**config.mk**
```make
export PLATFORM = sky130hd
export DESIGN_NAME = serial_port_control_fields
export DESIGN_NICKNAME = d
export VERILOG_FILES = /design/src/rtl/port_ctl_pkg.sv /design/src/rtl/serial_port_control_fields.sv
export SDC_FILE = /design/constraint.sdc
export NUM_CORES = 1
export LEC_CHECK = 0
export ABC_AREA = 1
export BUFFER_PORTS_ARGS = -buffer_cell sky130_fd_sc_hd__buf_2
export CORE_MARGIN = 8
export CORE_UTILIZATION = 25
export CTS_CLUSTER_SIZE = 8
export DETAILED_ROUTE_END_ITERATION = 6
export RECOVER_POWER = 50
export SYNTH_ARGS = -nofsm -noshare
export SYNTH_HDL_FRONTEND = slang
export SYNTH_SLANG_ARGS = --single-unit
```
**constraint.sdc**
```tcl
create_clock -name clk_sys_in -period 1.4 [get_ports clk_sys_in]
set_clock_uncertainty 0.2 [all_clocks]
set_input_delay 0.07 -clock clk_sys_in [delete_from_list [all_inputs] [get_ports clk_sys_in]]
set_output_delay 0.07 -clock clk_sys_in [all_outputs]
set_load 0.02 [all_outputs]
```
**src/rtl/port_ctl_pkg.sv**
```systemverilog
package port_ctl_pkg;
    // Bit positions, bit 31 is the most significant bit of the word
    localparam int POS_CAP = 31;
    localparam int POS_ACT = 29;
    localparam int POS_OVR = 26;
    localparam int POS_DIS = 23;
    localparam int POS_TXEN = 22;
    localparam int POS_RXEN = 21;
    localparam int POS_CRCDIS = 20;
    localparam int POS_MCE = 19;
    localparam int POS_ENUM = 17;
    localparam int POS_STOP = 3;
    localparam int POS_DROP = 2;
    localparam int POS_LOCK = 1;
    localparam int POS_TYPE = 0;
    localparam logic [2:0] OVR_KEEP = 3'h0;
    localparam logic [2:0] OVR_LANE0 = 3'h2;
    localparam logic [2:0] OVR_LANE2 = 3'h3;
    localparam logic [2:0] ACT_LANE0 = 3'h0;
    localparam logic [2:0] ACT_LANE2 = 3'h1;
    localparam logic [2:0] ACT_FOUR = 3'h2;
    localparam logic [1:0] CAP_FOUR = 2'h1;
    localparam logic [1:0] CAP_ONE = 2'h0;
    localparam logic [2:0] RST_OVR = 3'h0;
    localparam logic RST_DIS = 1'b0;
    localparam logic RST_TXEN = 1'b1;
    localparam logic RST_RXEN = 1'b1;
    localparam logic RST_MCE = 1'b0;
    localparam int ENUM_PORT = 2;
    localparam int REINIT_CYCLES = 1;

    typedef struct packed {
        logic [2:0] width_override;
        logic port_disable_bit;
        logic tx_enable;
        logic rx_enable;
        logic crc_check_disable;
        logic multicast_event_forward;
        logic enum_boundary;
        logic stop_on_fail;
        logic drop_on_fail;
    } ctl_fields_t;

    typedef struct packed {
        logic wr;
        logic [31:0] wdata;
        logic maint;
        logic crc_bad;
    } reg_wr_t;

    typedef struct packed {
        logic rx_drive_en;
        logic tx_drive_en;
        logic tx_zero;
        logic hold_queue;
        logic tx_maint_only;
        logic rx_maint_only;
        logic crc_check_en;
        logic retransmit_en;
        logic mcast_fwd;
        logic stop_send;
        logic drop_nack;
        logic odd_disable;
    } port_ctl_t;
endpackage

```
**src/rtl/serial_port_control_fields.sv**
```systemverilog
`timescale 1ns/1ns
`default_nettype none
module serial_port_control_fields #(
    parameter int PORT_NUM = 0
) (
    // Clock and reset
    input wire logic clk_sys_in,
    input wire logic rst_in,
    // Register access
    input wire port_ctl_pkg::reg_wr_t reg_wr_in,
    input wire logic loader_wr_in,
    input wire logic [2:0] loader_override_in,
    output logic [31:0] serial_port_control_out,
    // Pins and link status
    input wire logic width_select_pin_in,
    input wire logic init_done_in,
    input wire logic [2:0] link_width_in,
    input wire logic reinit_request_in,
    input wire logic rate_fail_in,
    // Port control
    output var port_ctl_pkg::port_ctl_t port_ctl_out,
    output logic link_reinit_out,
    output logic [2:0] lane_mode_out
);
    typedef struct packed {
        port_ctl_pkg::ctl_fields_t f;
        logic [1:0] cap;
        logic [2:0] act;
        logic reinit;
        logic was_rst;
        logic [31:0] rd;
    } state_t;

    state_t st_ff;
    state_t nxt_st;
    logic [31:0] w;
    logic ovr_ok;
    logic reg_take;

    function automatic logic [2:0] lane_of(input logic [2:0] ov, input logic [2:0] act);
        // Reserved codes keep the current mode
        case (ov)
            port_ctl_pkg::OVR_LANE0: lane_of = port_ctl_pkg::ACT_LANE0;
            port_ctl_pkg::OVR_LANE2: lane_of = port_ctl_pkg::ACT_LANE2;
            default: lane_of = act;
        endcase
    endfunction

    assign w = reg_wr_in.wdata;
    assign reg_take = reg_wr_in.wr && !loader_wr_in && !(reg_wr_in.maint && reg_wr_in.crc_bad);
    // ************************
    // Next state
    // ************************
    always_comb begin
        nxt_st = st_ff;
        nxt_st.reinit = 1'b0;
        nxt_st.was_rst = 1'b0;
        if (st_ff.was_rst) begin
            nxt_st.cap = width_select_pin_in ? port_ctl_pkg::CAP_ONE :
                ((PORT_NUM % 2 == 0) ? port_ctl_pkg::CAP_FOUR : port_ctl_pkg::CAP_ONE);
        end
        if (init_done_in) begin
            nxt_st.act = link_width_in;
        end
        if (loader_wr_in) begin
            nxt_st.f.width_override = loader_override_in;
            nxt_st.reinit = loader_override_in != st_ff.f.width_override;
        end else if (reg_wr_in.wr && !(reg_wr_in.maint && reg_wr_in.crc_bad)) begin
            nxt_st.f.width_override = w[port_ctl_pkg::POS_OVR -: 3];
            nxt_st.reinit = w[port_ctl_pkg::POS_OVR -: 3] != st_ff.f.width_override;
            nxt_st.f.port_disable_bit = w[port_ctl_pkg::POS_DIS];
            nxt_st.f.tx_enable = w[port_ctl_pkg::POS_TXEN];
            nxt_st.f.rx_enable = w[port_ctl_pkg::POS_RXEN];
            nxt_st.f.crc_check_disable = w[port_ctl_pkg::POS_CRCDIS];
            nxt_st.f.multicast_event_forward = w[port_ctl_pkg::POS_MCE];
            nxt_st.f.enum_boundary = w[port_ctl_pkg::POS_ENUM];
            nxt_st.f.stop_on_fail = w[port_ctl_pkg::POS_STOP];
            nxt_st.f.drop_on_fail = w[port_ctl_pkg::POS_DROP];
        end
        if (reinit_request_in) begin
            nxt_st.reinit = 1'b1;
        end
        // Read image; unlisted bits stay zero
        nxt_st.rd = 32'h0000_0000;
        nxt_st.rd[port_ctl_pkg::POS_CAP -: 2] = nxt_st.cap;
        nxt_st.rd[port_ctl_pkg::POS_ACT -: 3] = nxt_st.act;
        nxt_st.rd[port_ctl_pkg::POS_OVR -: 3] = nxt_st.f.width_override;
        nxt_st.rd[port_ctl_pkg::POS_DIS] = nxt_st.f.port_disable_bit;
        nxt_st.rd[port_ctl_pkg::POS_TXEN] = nxt_st.f.tx_enable;
        nxt_st.rd[port_ctl_pkg::POS_RXEN] = nxt_st.f.rx_enable;
        nxt_st.rd[port_ctl_pkg::POS_CRCDIS] = nxt_st.f.crc_check_disable;
        nxt_st.rd[port_ctl_pkg::POS_MCE] = nxt_st.f.multicast_event_forward;
        nxt_st.rd[port_ctl_pkg::POS_ENUM] = nxt_st.f.enum_boundary;
        nxt_st.rd[port_ctl_pkg::POS_STOP] = nxt_st.f.stop_on_fail;
        nxt_st.rd[port_ctl_pkg::POS_DROP] = nxt_st.f.drop_on_fail;
        nxt_st.rd[port_ctl_pkg::POS_TYPE] = 1'b1;
    end

    // ************************
    // State register
    // ************************
    always_ff @(posedge clk_sys_in) begin
        if (rst_in) begin
            st_ff <= '0;
            st_ff.f.width_override <= port_ctl_pkg::RST_OVR;
            st_ff.f.tx_enable <= port_ctl_pkg::RST_TXEN;
            st_ff.f.rx_enable <= port_ctl_pkg::RST_RXEN;
            st_ff.f.port_disable_bit <= port_ctl_pkg::RST_DIS;
            st_ff.f.multicast_event_forward <= port_ctl_pkg::RST_MCE;
            st_ff.f.enum_boundary <= (PORT_NUM == port_ctl_pkg::ENUM_PORT);
            st_ff.was_rst <= 1'b1;
        end else begin
            st_ff <= nxt_st;
        end
    end

    // ************************
    // Port controls
    // ************************
    assign ovr_ok = (st_ff.cap == port_ctl_pkg::CAP_FOUR) && (st_ff.act == port_ctl_pkg::ACT_FOUR);
    always_comb begin
        lane_mode_out = ovr_ok ? lane_of(st_ff.f.width_override, st_ff.act) : st_ff.act;
        port_ctl_out.rx_drive_en = !st_ff.f.port_disable_bit;
        port_ctl_out.tx_drive_en = !st_ff.f.port_disable_bit;
        port_ctl_out.tx_zero = st_ff.f.port_disable_bit;
        port_ctl_out.hold_queue = st_ff.f.port_disable_bit;
        port_ctl_out.tx_maint_only = !st_ff.f.tx_enable;
        port_ctl_out.rx_maint_only = !st_ff.f.rx_enable;
        port_ctl_out.crc_check_en = !st_ff.f.crc_check_disable;
        port_ctl_out.retransmit_en = !st_ff.f.crc_check_disable;
        port_ctl_out.mcast_fwd = st_ff.f.multicast_event_forward && !st_ff.f.port_disable_bit;
        port_ctl_out.stop_send = st_ff.f.stop_on_fail && st_ff.f.drop_on_fail && rate_fail_in;
        port_ctl_out.drop_nack = st_ff.f.stop_on_fail && st_ff.f.drop_on_fail && rate_fail_in;
        // Even port with CAP_ONE capability in four-lane mode takes the odd port's lanes
        port_ctl_out.odd_disable = (PORT_NUM % 2 == 0) && (st_ff.cap == port_ctl_pkg::CAP_ONE)
            && (lane_mode_out == port_ctl_pkg::ACT_FOUR);
    end
    assign link_reinit_out = st_ff.reinit;
    assign serial_port_control_out = st_ff.rd;

    // ************************
    // Checks
    // ************************
    reinit_on_change_a: assert property (@(posedge clk_sys_in) disable iff (rst_in)
        (reg_wr_in.wr && !loader_wr_in && !(reg_wr_in.maint && reg_wr_in.crc_bad)
         && w[port_ctl_pkg::POS_OVR -: 3] != st_ff.f.width_override) |=> link_reinit_out)
        else $error("override change without reinit");
    crc_bad_ignored_a: assert property (@(posedge clk_sys_in) disable iff (rst_in)
        (reg_wr_in.wr && reg_wr_in.maint && reg_wr_in.crc_bad && !loader_wr_in)
        |=> $stable(st_ff.f.port_disable_bit) && $stable(st_ff.f.tx_enable))
        else $error("corrupt write changed register");
    reserved_zero_a: assert property (@(posedge clk_sys_in) disable iff (rst_in)
        serial_port_control_out[16:4] == 13'h0000 && !serial_port_control_out[18])
        else $error("reserved bits nonzero");
    disable_zero_a: assert property (@(posedge clk_sys_in) disable iff (rst_in)
        serial_port_control_out[port_ctl_pkg::POS_DIS] |-> port_ctl_out.tx_zero
        && !port_ctl_out.tx_drive_en && port_ctl_out.hold_queue)
        else $error("disabled port still drives");
    stop_drop_a: assert property (@(posedge clk_sys_in) disable iff (rst_in)
        port_ctl_out.stop_send |-> rate_fail_in && serial_port_control_out[port_ctl_pkg::POS_DROP])
        else $error("stop without cause");
    override_gate_a: assert property (@(posedge clk_sys_in) disable iff (rst_in)
        (st_ff.cap != port_ctl_pkg::CAP_FOUR) |-> lane_mode_out == st_ff.act)
        else $error("override applied without capability");
    width_latch_a: assert property (@(posedge clk_sys_in) disable iff (rst_in)
        !st_ff.was_rst |=> $stable(st_ff.cap))
        else $error("capability followed pin after reset");
    active_width_a: assert property (@(posedge clk_sys_in) disable iff (rst_in)
        init_done_in |=> st_ff.act == $past(link_width_in))
        else $error("active width not updated");

    // ************************
    // Write checks
    // ************************
    dis_write_a: assert property (@(posedge clk_sys_in) disable iff (rst_in)
        reg_take |=> st_ff.f.port_disable_bit == $past(w[port_ctl_pkg::POS_DIS]))
        else $error("port disable write lost");

    tx_write_a: assert property (@(posedge clk_sys_in) disable iff (rst_in)
        reg_take |=> st_ff.f.tx_enable == $past(w[port_ctl_pkg::POS_TXEN]))
        else $error("transmit enable write lost");

    rx_write_a: assert property (@(posedge clk_sys_in) disable iff (rst_in)
        reg_take |=> st_ff.f.rx_enable == $past(w[port_ctl_pkg::POS_RXEN]))
        else $error("receive enable write lost");

    crc_write_a: assert property (@(posedge clk_sys_in) disable iff (rst_in)
        reg_take |=> st_ff.f.crc_check_disable == $past(w[port_ctl_pkg::POS_CRCDIS]))
        else $error("crc disable write lost");

    mcast_write_a: assert property (@(posedge clk_sys_in) disable iff (rst_in)
        reg_take |=> st_ff.f.multicast_event_forward == $past(w[port_ctl_pkg::POS_MCE]))
        else $error("multicast forward write lost");

    enum_write_a: assert property (@(posedge clk_sys_in) disable iff (rst_in)
        reg_take |=> st_ff.f.enum_boundary == $past(w[port_ctl_pkg::POS_ENUM]))
        else $error("enumeration flag write lost");

    stop_write_a: assert property (@(posedge clk_sys_in) disable iff (rst_in)
        reg_take |=> st_ff.f.stop_on_fail == $past(w[port_ctl_pkg::POS_STOP]))
        else $error("stop on fail write lost");

    drop_write_a: assert property (@(posedge clk_sys_in) disable iff (rst_in)
        reg_take |=> st_ff.f.drop_on_fail == $past(w[port_ctl_pkg::POS_DROP]))
        else $error("drop on fail write lost");

    ovr_write_a: assert property (@(posedge clk_sys_in) disable iff (rst_in)
        reg_take |=> st_ff.f.width_override == $past(w[port_ctl_pkg::POS_OVR -: 3]))
        else $error("override write lost");

    loader_load_a: assert property (@(posedge clk_sys_in) disable iff (rst_in)
        loader_wr_in |=> st_ff.f.width_override == $past(loader_override_in))
        else $error("loader value lost");

    loader_reinit_a: assert property (@(posedge clk_sys_in) disable iff (rst_in)
        (loader_wr_in && loader_override_in != st_ff.f.width_override) |=> link_reinit_out)
        else $error("loader change without reinit");

    request_reinit_a: assert property (@(posedge clk_sys_in) disable iff (rst_in)
        reinit_request_in |=> link_reinit_out)
        else $error("reinit request ignored");

    reinit_cause_a: assert property (@(posedge clk_sys_in) disable iff (rst_in)
        link_reinit_out |-> $past(reinit_request_in) || $past(loader_wr_in) || $past(reg_take))
        else $error("reinit without cause");

    corrupt_ovr_a: assert property (@(posedge clk_sys_in) disable iff (rst_in)
        (reg_wr_in.wr && reg_wr_in.maint && reg_wr_in.crc_bad && !loader_wr_in)
        |=> $stable(st_ff.f.width_override))
        else $error("corrupt write changed override");

    corrupt_enum_a: assert property (@(posedge clk_sys_in) disable iff (rst_in)
        (reg_wr_in.wr && reg_wr_in.maint && reg_wr_in.crc_bad)
        |=> $stable(st_ff.f.enum_boundary) && $stable(st_ff.f.crc_check_disable))
        else $error("corrupt write changed flags");

    act_hold_a: assert property (@(posedge clk_sys_in) disable iff (rst_in)
        !init_done_in |=> $stable(st_ff.act))
        else $error("active width moved without init");

    cap_high_a: assert property (@(posedge clk_sys_in) disable iff (rst_in)
        (st_ff.was_rst && width_select_pin_in) |=> st_ff.cap == port_ctl_pkg::CAP_ONE)
        else $error("pin high capability wrong");

    cap_low_a: assert property (@(posedge clk_sys_in) disable iff (rst_in)
        (st_ff.was_rst && !width_select_pin_in) |=> st_ff.cap ==
        ((PORT_NUM % 2 == 0) ? port_ctl_pkg::CAP_FOUR : port_ctl_pkg::CAP_ONE))
        else $error("pin low capability wrong");

    cap_image_a: assert property (@(posedge clk_sys_in) disable iff (rst_in)
        serial_port_control_out[port_ctl_pkg::POS_CAP -: 2] == st_ff.cap)
        else $error("capability image wrong");

    // ************************
    // Control checks
    // ************************
    lane0_force_a: assert property (@(posedge clk_sys_in) disable iff (rst_in)
        (st_ff.cap == port_ctl_pkg::CAP_FOUR && st_ff.act == port_ctl_pkg::ACT_FOUR
         && st_ff.f.width_override == port_ctl_pkg::OVR_LANE0)
        |-> lane_mode_out == port_ctl_pkg::ACT_LANE0)
        else $error("lane 0 override not applied");

    lane2_force_a: assert property (@(posedge clk_sys_in) disable iff (rst_in)
        (st_ff.cap == port_ctl_pkg::CAP_FOUR && st_ff.act == port_ctl_pkg::ACT_FOUR
         && st_ff.f.width_override == port_ctl_pkg::OVR_LANE2)
        |-> lane_mode_out == port_ctl_pkg::ACT_LANE2)
        else $error("lane 2 override not applied");

    keep_mode_a: assert property (@(posedge clk_sys_in) disable iff (rst_in)
        (st_ff.f.width_override != port_ctl_pkg::OVR_LANE0
         && st_ff.f.width_override != port_ctl_pkg::OVR_LANE2) |-> lane_mode_out == st_ff.act)
        else $error("keep code changed mode");

    four_gate_a: assert property (@(posedge clk_sys_in) disable iff (rst_in)
        (st_ff.act != port_ctl_pkg::ACT_FOUR) |-> lane_mode_out == st_ff.act)
        else $error("override applied outside four lanes");

    odd_off_a: assert property (@(posedge clk_sys_in) disable iff (rst_in)
        ((PORT_NUM % 2 == 0) && st_ff.cap == port_ctl_pkg::CAP_ONE
         && lane_mode_out == port_ctl_pkg::ACT_FOUR) |-> port_ctl_out.odd_disable)
        else $error("odd port left enabled");

    odd_cause_a: assert property (@(posedge clk_sys_in) disable iff (rst_in)
        port_ctl_out.odd_disable |-> lane_mode_out == port_ctl_pkg::ACT_FOUR)
        else $error("odd port disabled without cause");

    rx_off_a: assert property (@(posedge clk_sys_in) disable iff (rst_in)
        st_ff.f.port_disable_bit |-> !port_ctl_out.rx_drive_en && !port_ctl_out.mcast_fwd)
        else $error("disabled port still receives");

    enabled_drive_a: assert property (@(posedge clk_sys_in) disable iff (rst_in)
        !st_ff.f.port_disable_bit |-> port_ctl_out.tx_drive_en && !port_ctl_out.tx_zero
        && !port_ctl_out.hold_queue)
        else $error("enabled port not driving");

    tx_maint_a: assert property (@(posedge clk_sys_in) disable iff (rst_in)
        port_ctl_out.tx_maint_only != st_ff.f.tx_enable)
        else $error("transmit maintenance mode wrong");

    rx_maint_a: assert property (@(posedge clk_sys_in) disable iff (rst_in)
        port_ctl_out.rx_maint_only != st_ff.f.rx_enable)
        else $error("receive maintenance mode wrong");

    crc_ctl_a: assert property (@(posedge clk_sys_in) disable iff (rst_in)
        port_ctl_out.crc_check_en != st_ff.f.crc_check_disable
        && port_ctl_out.retransmit_en != st_ff.f.crc_check_disable)
        else $error("crc checking control wrong");

    mcast_gate_a: assert property (@(posedge clk_sys_in) disable iff (rst_in)
        port_ctl_out.mcast_fwd == (st_ff.f.multicast_event_forward && !st_ff.f.port_disable_bit))
        else $error("multicast forwarding wrong");

    fail_act_a: assert property (@(posedge clk_sys_in) disable iff (rst_in)
        (st_ff.f.stop_on_fail && st_ff.f.drop_on_fail && rate_fail_in)
        |-> port_ctl_out.stop_send && port_ctl_out.drop_nack)
        else $error("failed port keeps sending");

    drop_cause_a: assert property (@(posedge clk_sys_in) disable iff (rst_in)
        port_ctl_out.drop_nack |-> rate_fail_in && st_ff.f.stop_on_fail && st_ff.f.drop_on_fail)
        else $error("drop without cause");
endmodule
`default_nettype wire

```
== Word-level counts from Yosys, hierarchy flattened ==
Cells that the tools add are included.
W data, S select, Z words.

* Input port bits: 48
* Word-level logic and storage cells: 47
* Output and inout bits: 48
* Register bits after elaboration: 50

* Eq/ne operators: 7
* Multiplexer cells: 12
* Reductions and logical operators: 13

{| class="wikitable"
|+ Operators by type and width
! cell !! number
|-
| $mux W33 || 1
|-
| $eq A3 B2 Y1 const B || 4
|-
| $mux W11 || 1
|-
| $mux W3 || 3
|-
| $mux W8 || 1
|-
| $logic_and A1 B1 Y1 || 7
|-
| $ne A3 B3 Y1 || 2
|-
| $pmux W3 S2 || 1
|-
| $logic_not A1 Y1 || 5
|-
| $mux W1 || 4
|-
| $eq A2 B1 Y1 const B || 1
|-
| $logic_not A2 Y1 || 1
|-
| $mux W2 || 1
|}

== Longest topological paths before layout ==
* Word-level depth: 6
* Mapped depth: 9

== Worst setup path after synthesis ==
Ideal clock, no wire load.

* Path kind: flip-flop to output port
* From: reg with a tool-made name
* To: out port_ctl_out[0] (netlist bit)
* Arrival time: 1.140 ns
* Path slack: -0.010 ns
* Data required time: 1.130 ns
* Cell stages (with the launch flop): 6
* Cell sequence: dfxtp_1 nand2_1 nor2_1 nand3_1 o21ai_1 nor2_1

{| class="wikitable"
|+ RTL lines
! what !! line !! RTL
|-
| end, declared || serial_port_control_fields.sv:21 || <nowiki>output var port_ctl_pkg::port_ctl_t port_ctl_out,</nowiki>
|}

==> run summary <==
Run status = finished, violations left
Failing checks = negative setup slack
Worst path buffer plus inverter count = 2
Hold Path Class = input pin to flip-flop
Max-cap viol count = 0
Multi-input gate area = 484 µm²
Ports = 96
Initial core utilization = 0.262
Fmax = 668 MHz
Cell Count Post-Placement = 273
Final WL = 3.33 mm
Worst-Skew Late Latency = 0.26 ns
Flip-flop and latch area = 425 µm²
CTS tree = yes
Most common cell on crit path = nor2_1
Synth warn = 0
Via count = 1131
IR drop worst, VDD = 0.507 mV
Synth-to-layout area growth = 31.8%
Vias/cell = 3.81
CP Class = flip-flop to output port
Sequential share of the synthesized area = 0.337
Diode count = 0
Final std cells w/o fill = 297
Vias in the first global route = 1112
Nets = 279
Final Max Tran Viols = 0
Core footprint = 4750 µm²
P_leak = 0.828 nW
Worst hold start = loader_override_in[0]
CP endpoint kind = output port
Die area = 7510 µm²
Total iterations of the first detailed-routing run = 4
Post-CTS Setup Bufs = 0
Hold depth = 5
DR WL/cell = 11.2 µm
Worst R2R End = link_reinit_out
Syn_area_per_cell = 7.34 µm²
Crit path max-delay family = flip-flops
Pin count of the biggest net entering global routing = 18
First DRT Iteration DRCs = 44
Final ANT Viol Nets = 0
CTS Root Cell = clkbuf_8
Critical path launch point type = flip-flop
Period minus WS final = 1.50 ns
Arr. time, crit path = 1.23 ns
Die X = 86.6 µm
CP cell instances = inv_2 -> nand2_2 -> nor2_1 -> nand3_1 -> o21ai_2 -> nor2_1 -> buf_4
RSZ-0062 raised after global routing = yes
FF-to-FF setup slack = 0.11 ns
Fillers = 542
Yosys top cell area share = 0.337
GRT Resource Usage Total = 0.0884
Std-Cell Rows = 25
Final setup margin = -0.0961 ns
Clk pin slew, worst setup/hold paths = 0.08 ns
Hpwl dp = 2.54 mm
GR Overflow Total = 0
First-pass GRT wire length = 5.42 mm
CTS Buf Count = 3
Crit path max-delay cell type = dfxtp_2
Final setup fails = 6
Cell Pwr Density = 888 nW/µm²
Synth area leader = dfxtp_1
Pre-CTS setup slack = 0.0593 ns
Flops & latches, synth = 21
Count of cell types in the netlist = 23
Critical path peak fanout = 2
Top cells by area, synth = dfxtp_1 34%, buf_4 23%, nand2_1 8.7%
Data required, critical path = 1.13 ns
H-tree depth = 1
RePlAce Congestion = 0.706
Cells after Synth = 170
Chip height = 86.6 µm
Final hold slack = 0.0277 ns
Most common cell after layout, fill and taps aside = buf_2
Most frequent cells in the layout = 38 x buf_2, 28 x nand2_1, 20 x inv_1, 20 x dlygate4sd3_1, 18 x clkbuf_1
Reg2reg path depth = 9
Layout cells sized above 1 = 0.304
Clock Sink Count = 21
Post-Syn Area = 1250 µm²
Clk buf depth = 2
Crit share post-route = 1.07
Port Buffers = 59
DRC = 0
Initial antenna violation count = 0
Power, Total = 1.46 mW
Max stage delay on crit path = 0.33 ns
Final hold violation count = 0
cells by family after synthesis:
logic type	Yosys count	share of synthesized area
flops	21	0.337
xor+xnor	2	0.0140
compound gates	22	0.113
buf+inv	66	0.326
simple gates	58	0.207
other cells	1	0.00301
report_power, final:
part           switching, mW  internal (mW)  total [mW]
clock network          0.209          0.198       0.408
registers             0.0278          0.635       0.663
logic                  0.239          0.150       0.389
through the flow:
step           instance area [µm²]  TNS [ns]  utilization
2_1_floorplan                 1300         0            -
3_3_place_gp                  1400         0        0.294
3_5_place_dp                  1400         0        0.294
4_1_cts                       1660    -0.253        0.350
5_1_grt                       1640     -1.49        0.346
6_report                      1640    -0.231        0.346
worst reg2reg max path: cells and delay by family, from the launching register on:
family,cells,cell delay (ns)
buffers and inverters,2,0.09
and+or+nand+nor,7,0.49
DFF,1,0.42
how the worst max path moves through the flow:
stage / startpoint / end / slack [ns] / cells after the start
global placement: flip-flop / link_reinit_out / 0.06 / 9
CTS: flip-flop / port_ctl_out[0] / -0.11 / 7
finish: flip-flop / port_ctl_out[0] / -0.1 / 7
global route: flip-flop / lane_mode_out[1] / -0.19 / 6
detailed placement: flip-flop / link_reinit_out / 0.06 / 9
floorplan: flip-flop / port_ctl_out[0] / 0.11 / 6
cell type report:
type,instances,area share
clock inverter,1,0.00304
inverter,26,0.0594
tap,67,0.0510
clock buffer,3,0.0251
timing repair buffer,82,0.308
sequential,21,0.259
multi-input combinational,97,0.295
timing repair:
action,in CTS,in global routing
endpoints found under the hold margin,19,0
resized for setup,10,2
hold buffers,20,0
setup endpoints to repair,3,3
pin swaps,0,0
gates cloned,0,0
cell usage after synthesis:
| master | count |
|---|---|
| clkbuf_1 | 1 |
| nand3_1 | 8 |
| buf_12 | 1 |
| o21ai_2 | 2 |
| nand3_4 | 1 |
| nand4_1 | 1 |
| and2_1 | 1 |
| nand2_2 | 2 |
| inv_2 | 4 |
| dfxtp_1 | 21 |
| o221ai_1 | 1 |
| o211ai_1 | 2 |
| nor3_1 | 5 |
| o21ai_1 | 4 |
| inv_1 | 22 |
| nor2_1 | 11 |
| nand2_1 | 29 |
| a21oi_2 | 4 |
| conb_1 | 1 |
| a21oi_1 | 4 |
| o21ai_0 | 5 |
| xnor2_1 | 2 |
| buf_4 | 38 |
metal layers:
| metal | GRT usage | vias to the layer above | routed length (µm) |
|---|---|---|---|
| met5 | 0 | - | 0 |
| met4 | 0.00469 | 0 | 8 |
| met3 | 0.0425 | 2 | 370 |
| met2 | 0.147 | 53 | 1500 |
| met1 | 0.104 | 481 | 1450 |
| li1 | - | 595 | - |
Power figures use the tool's default switching activity.
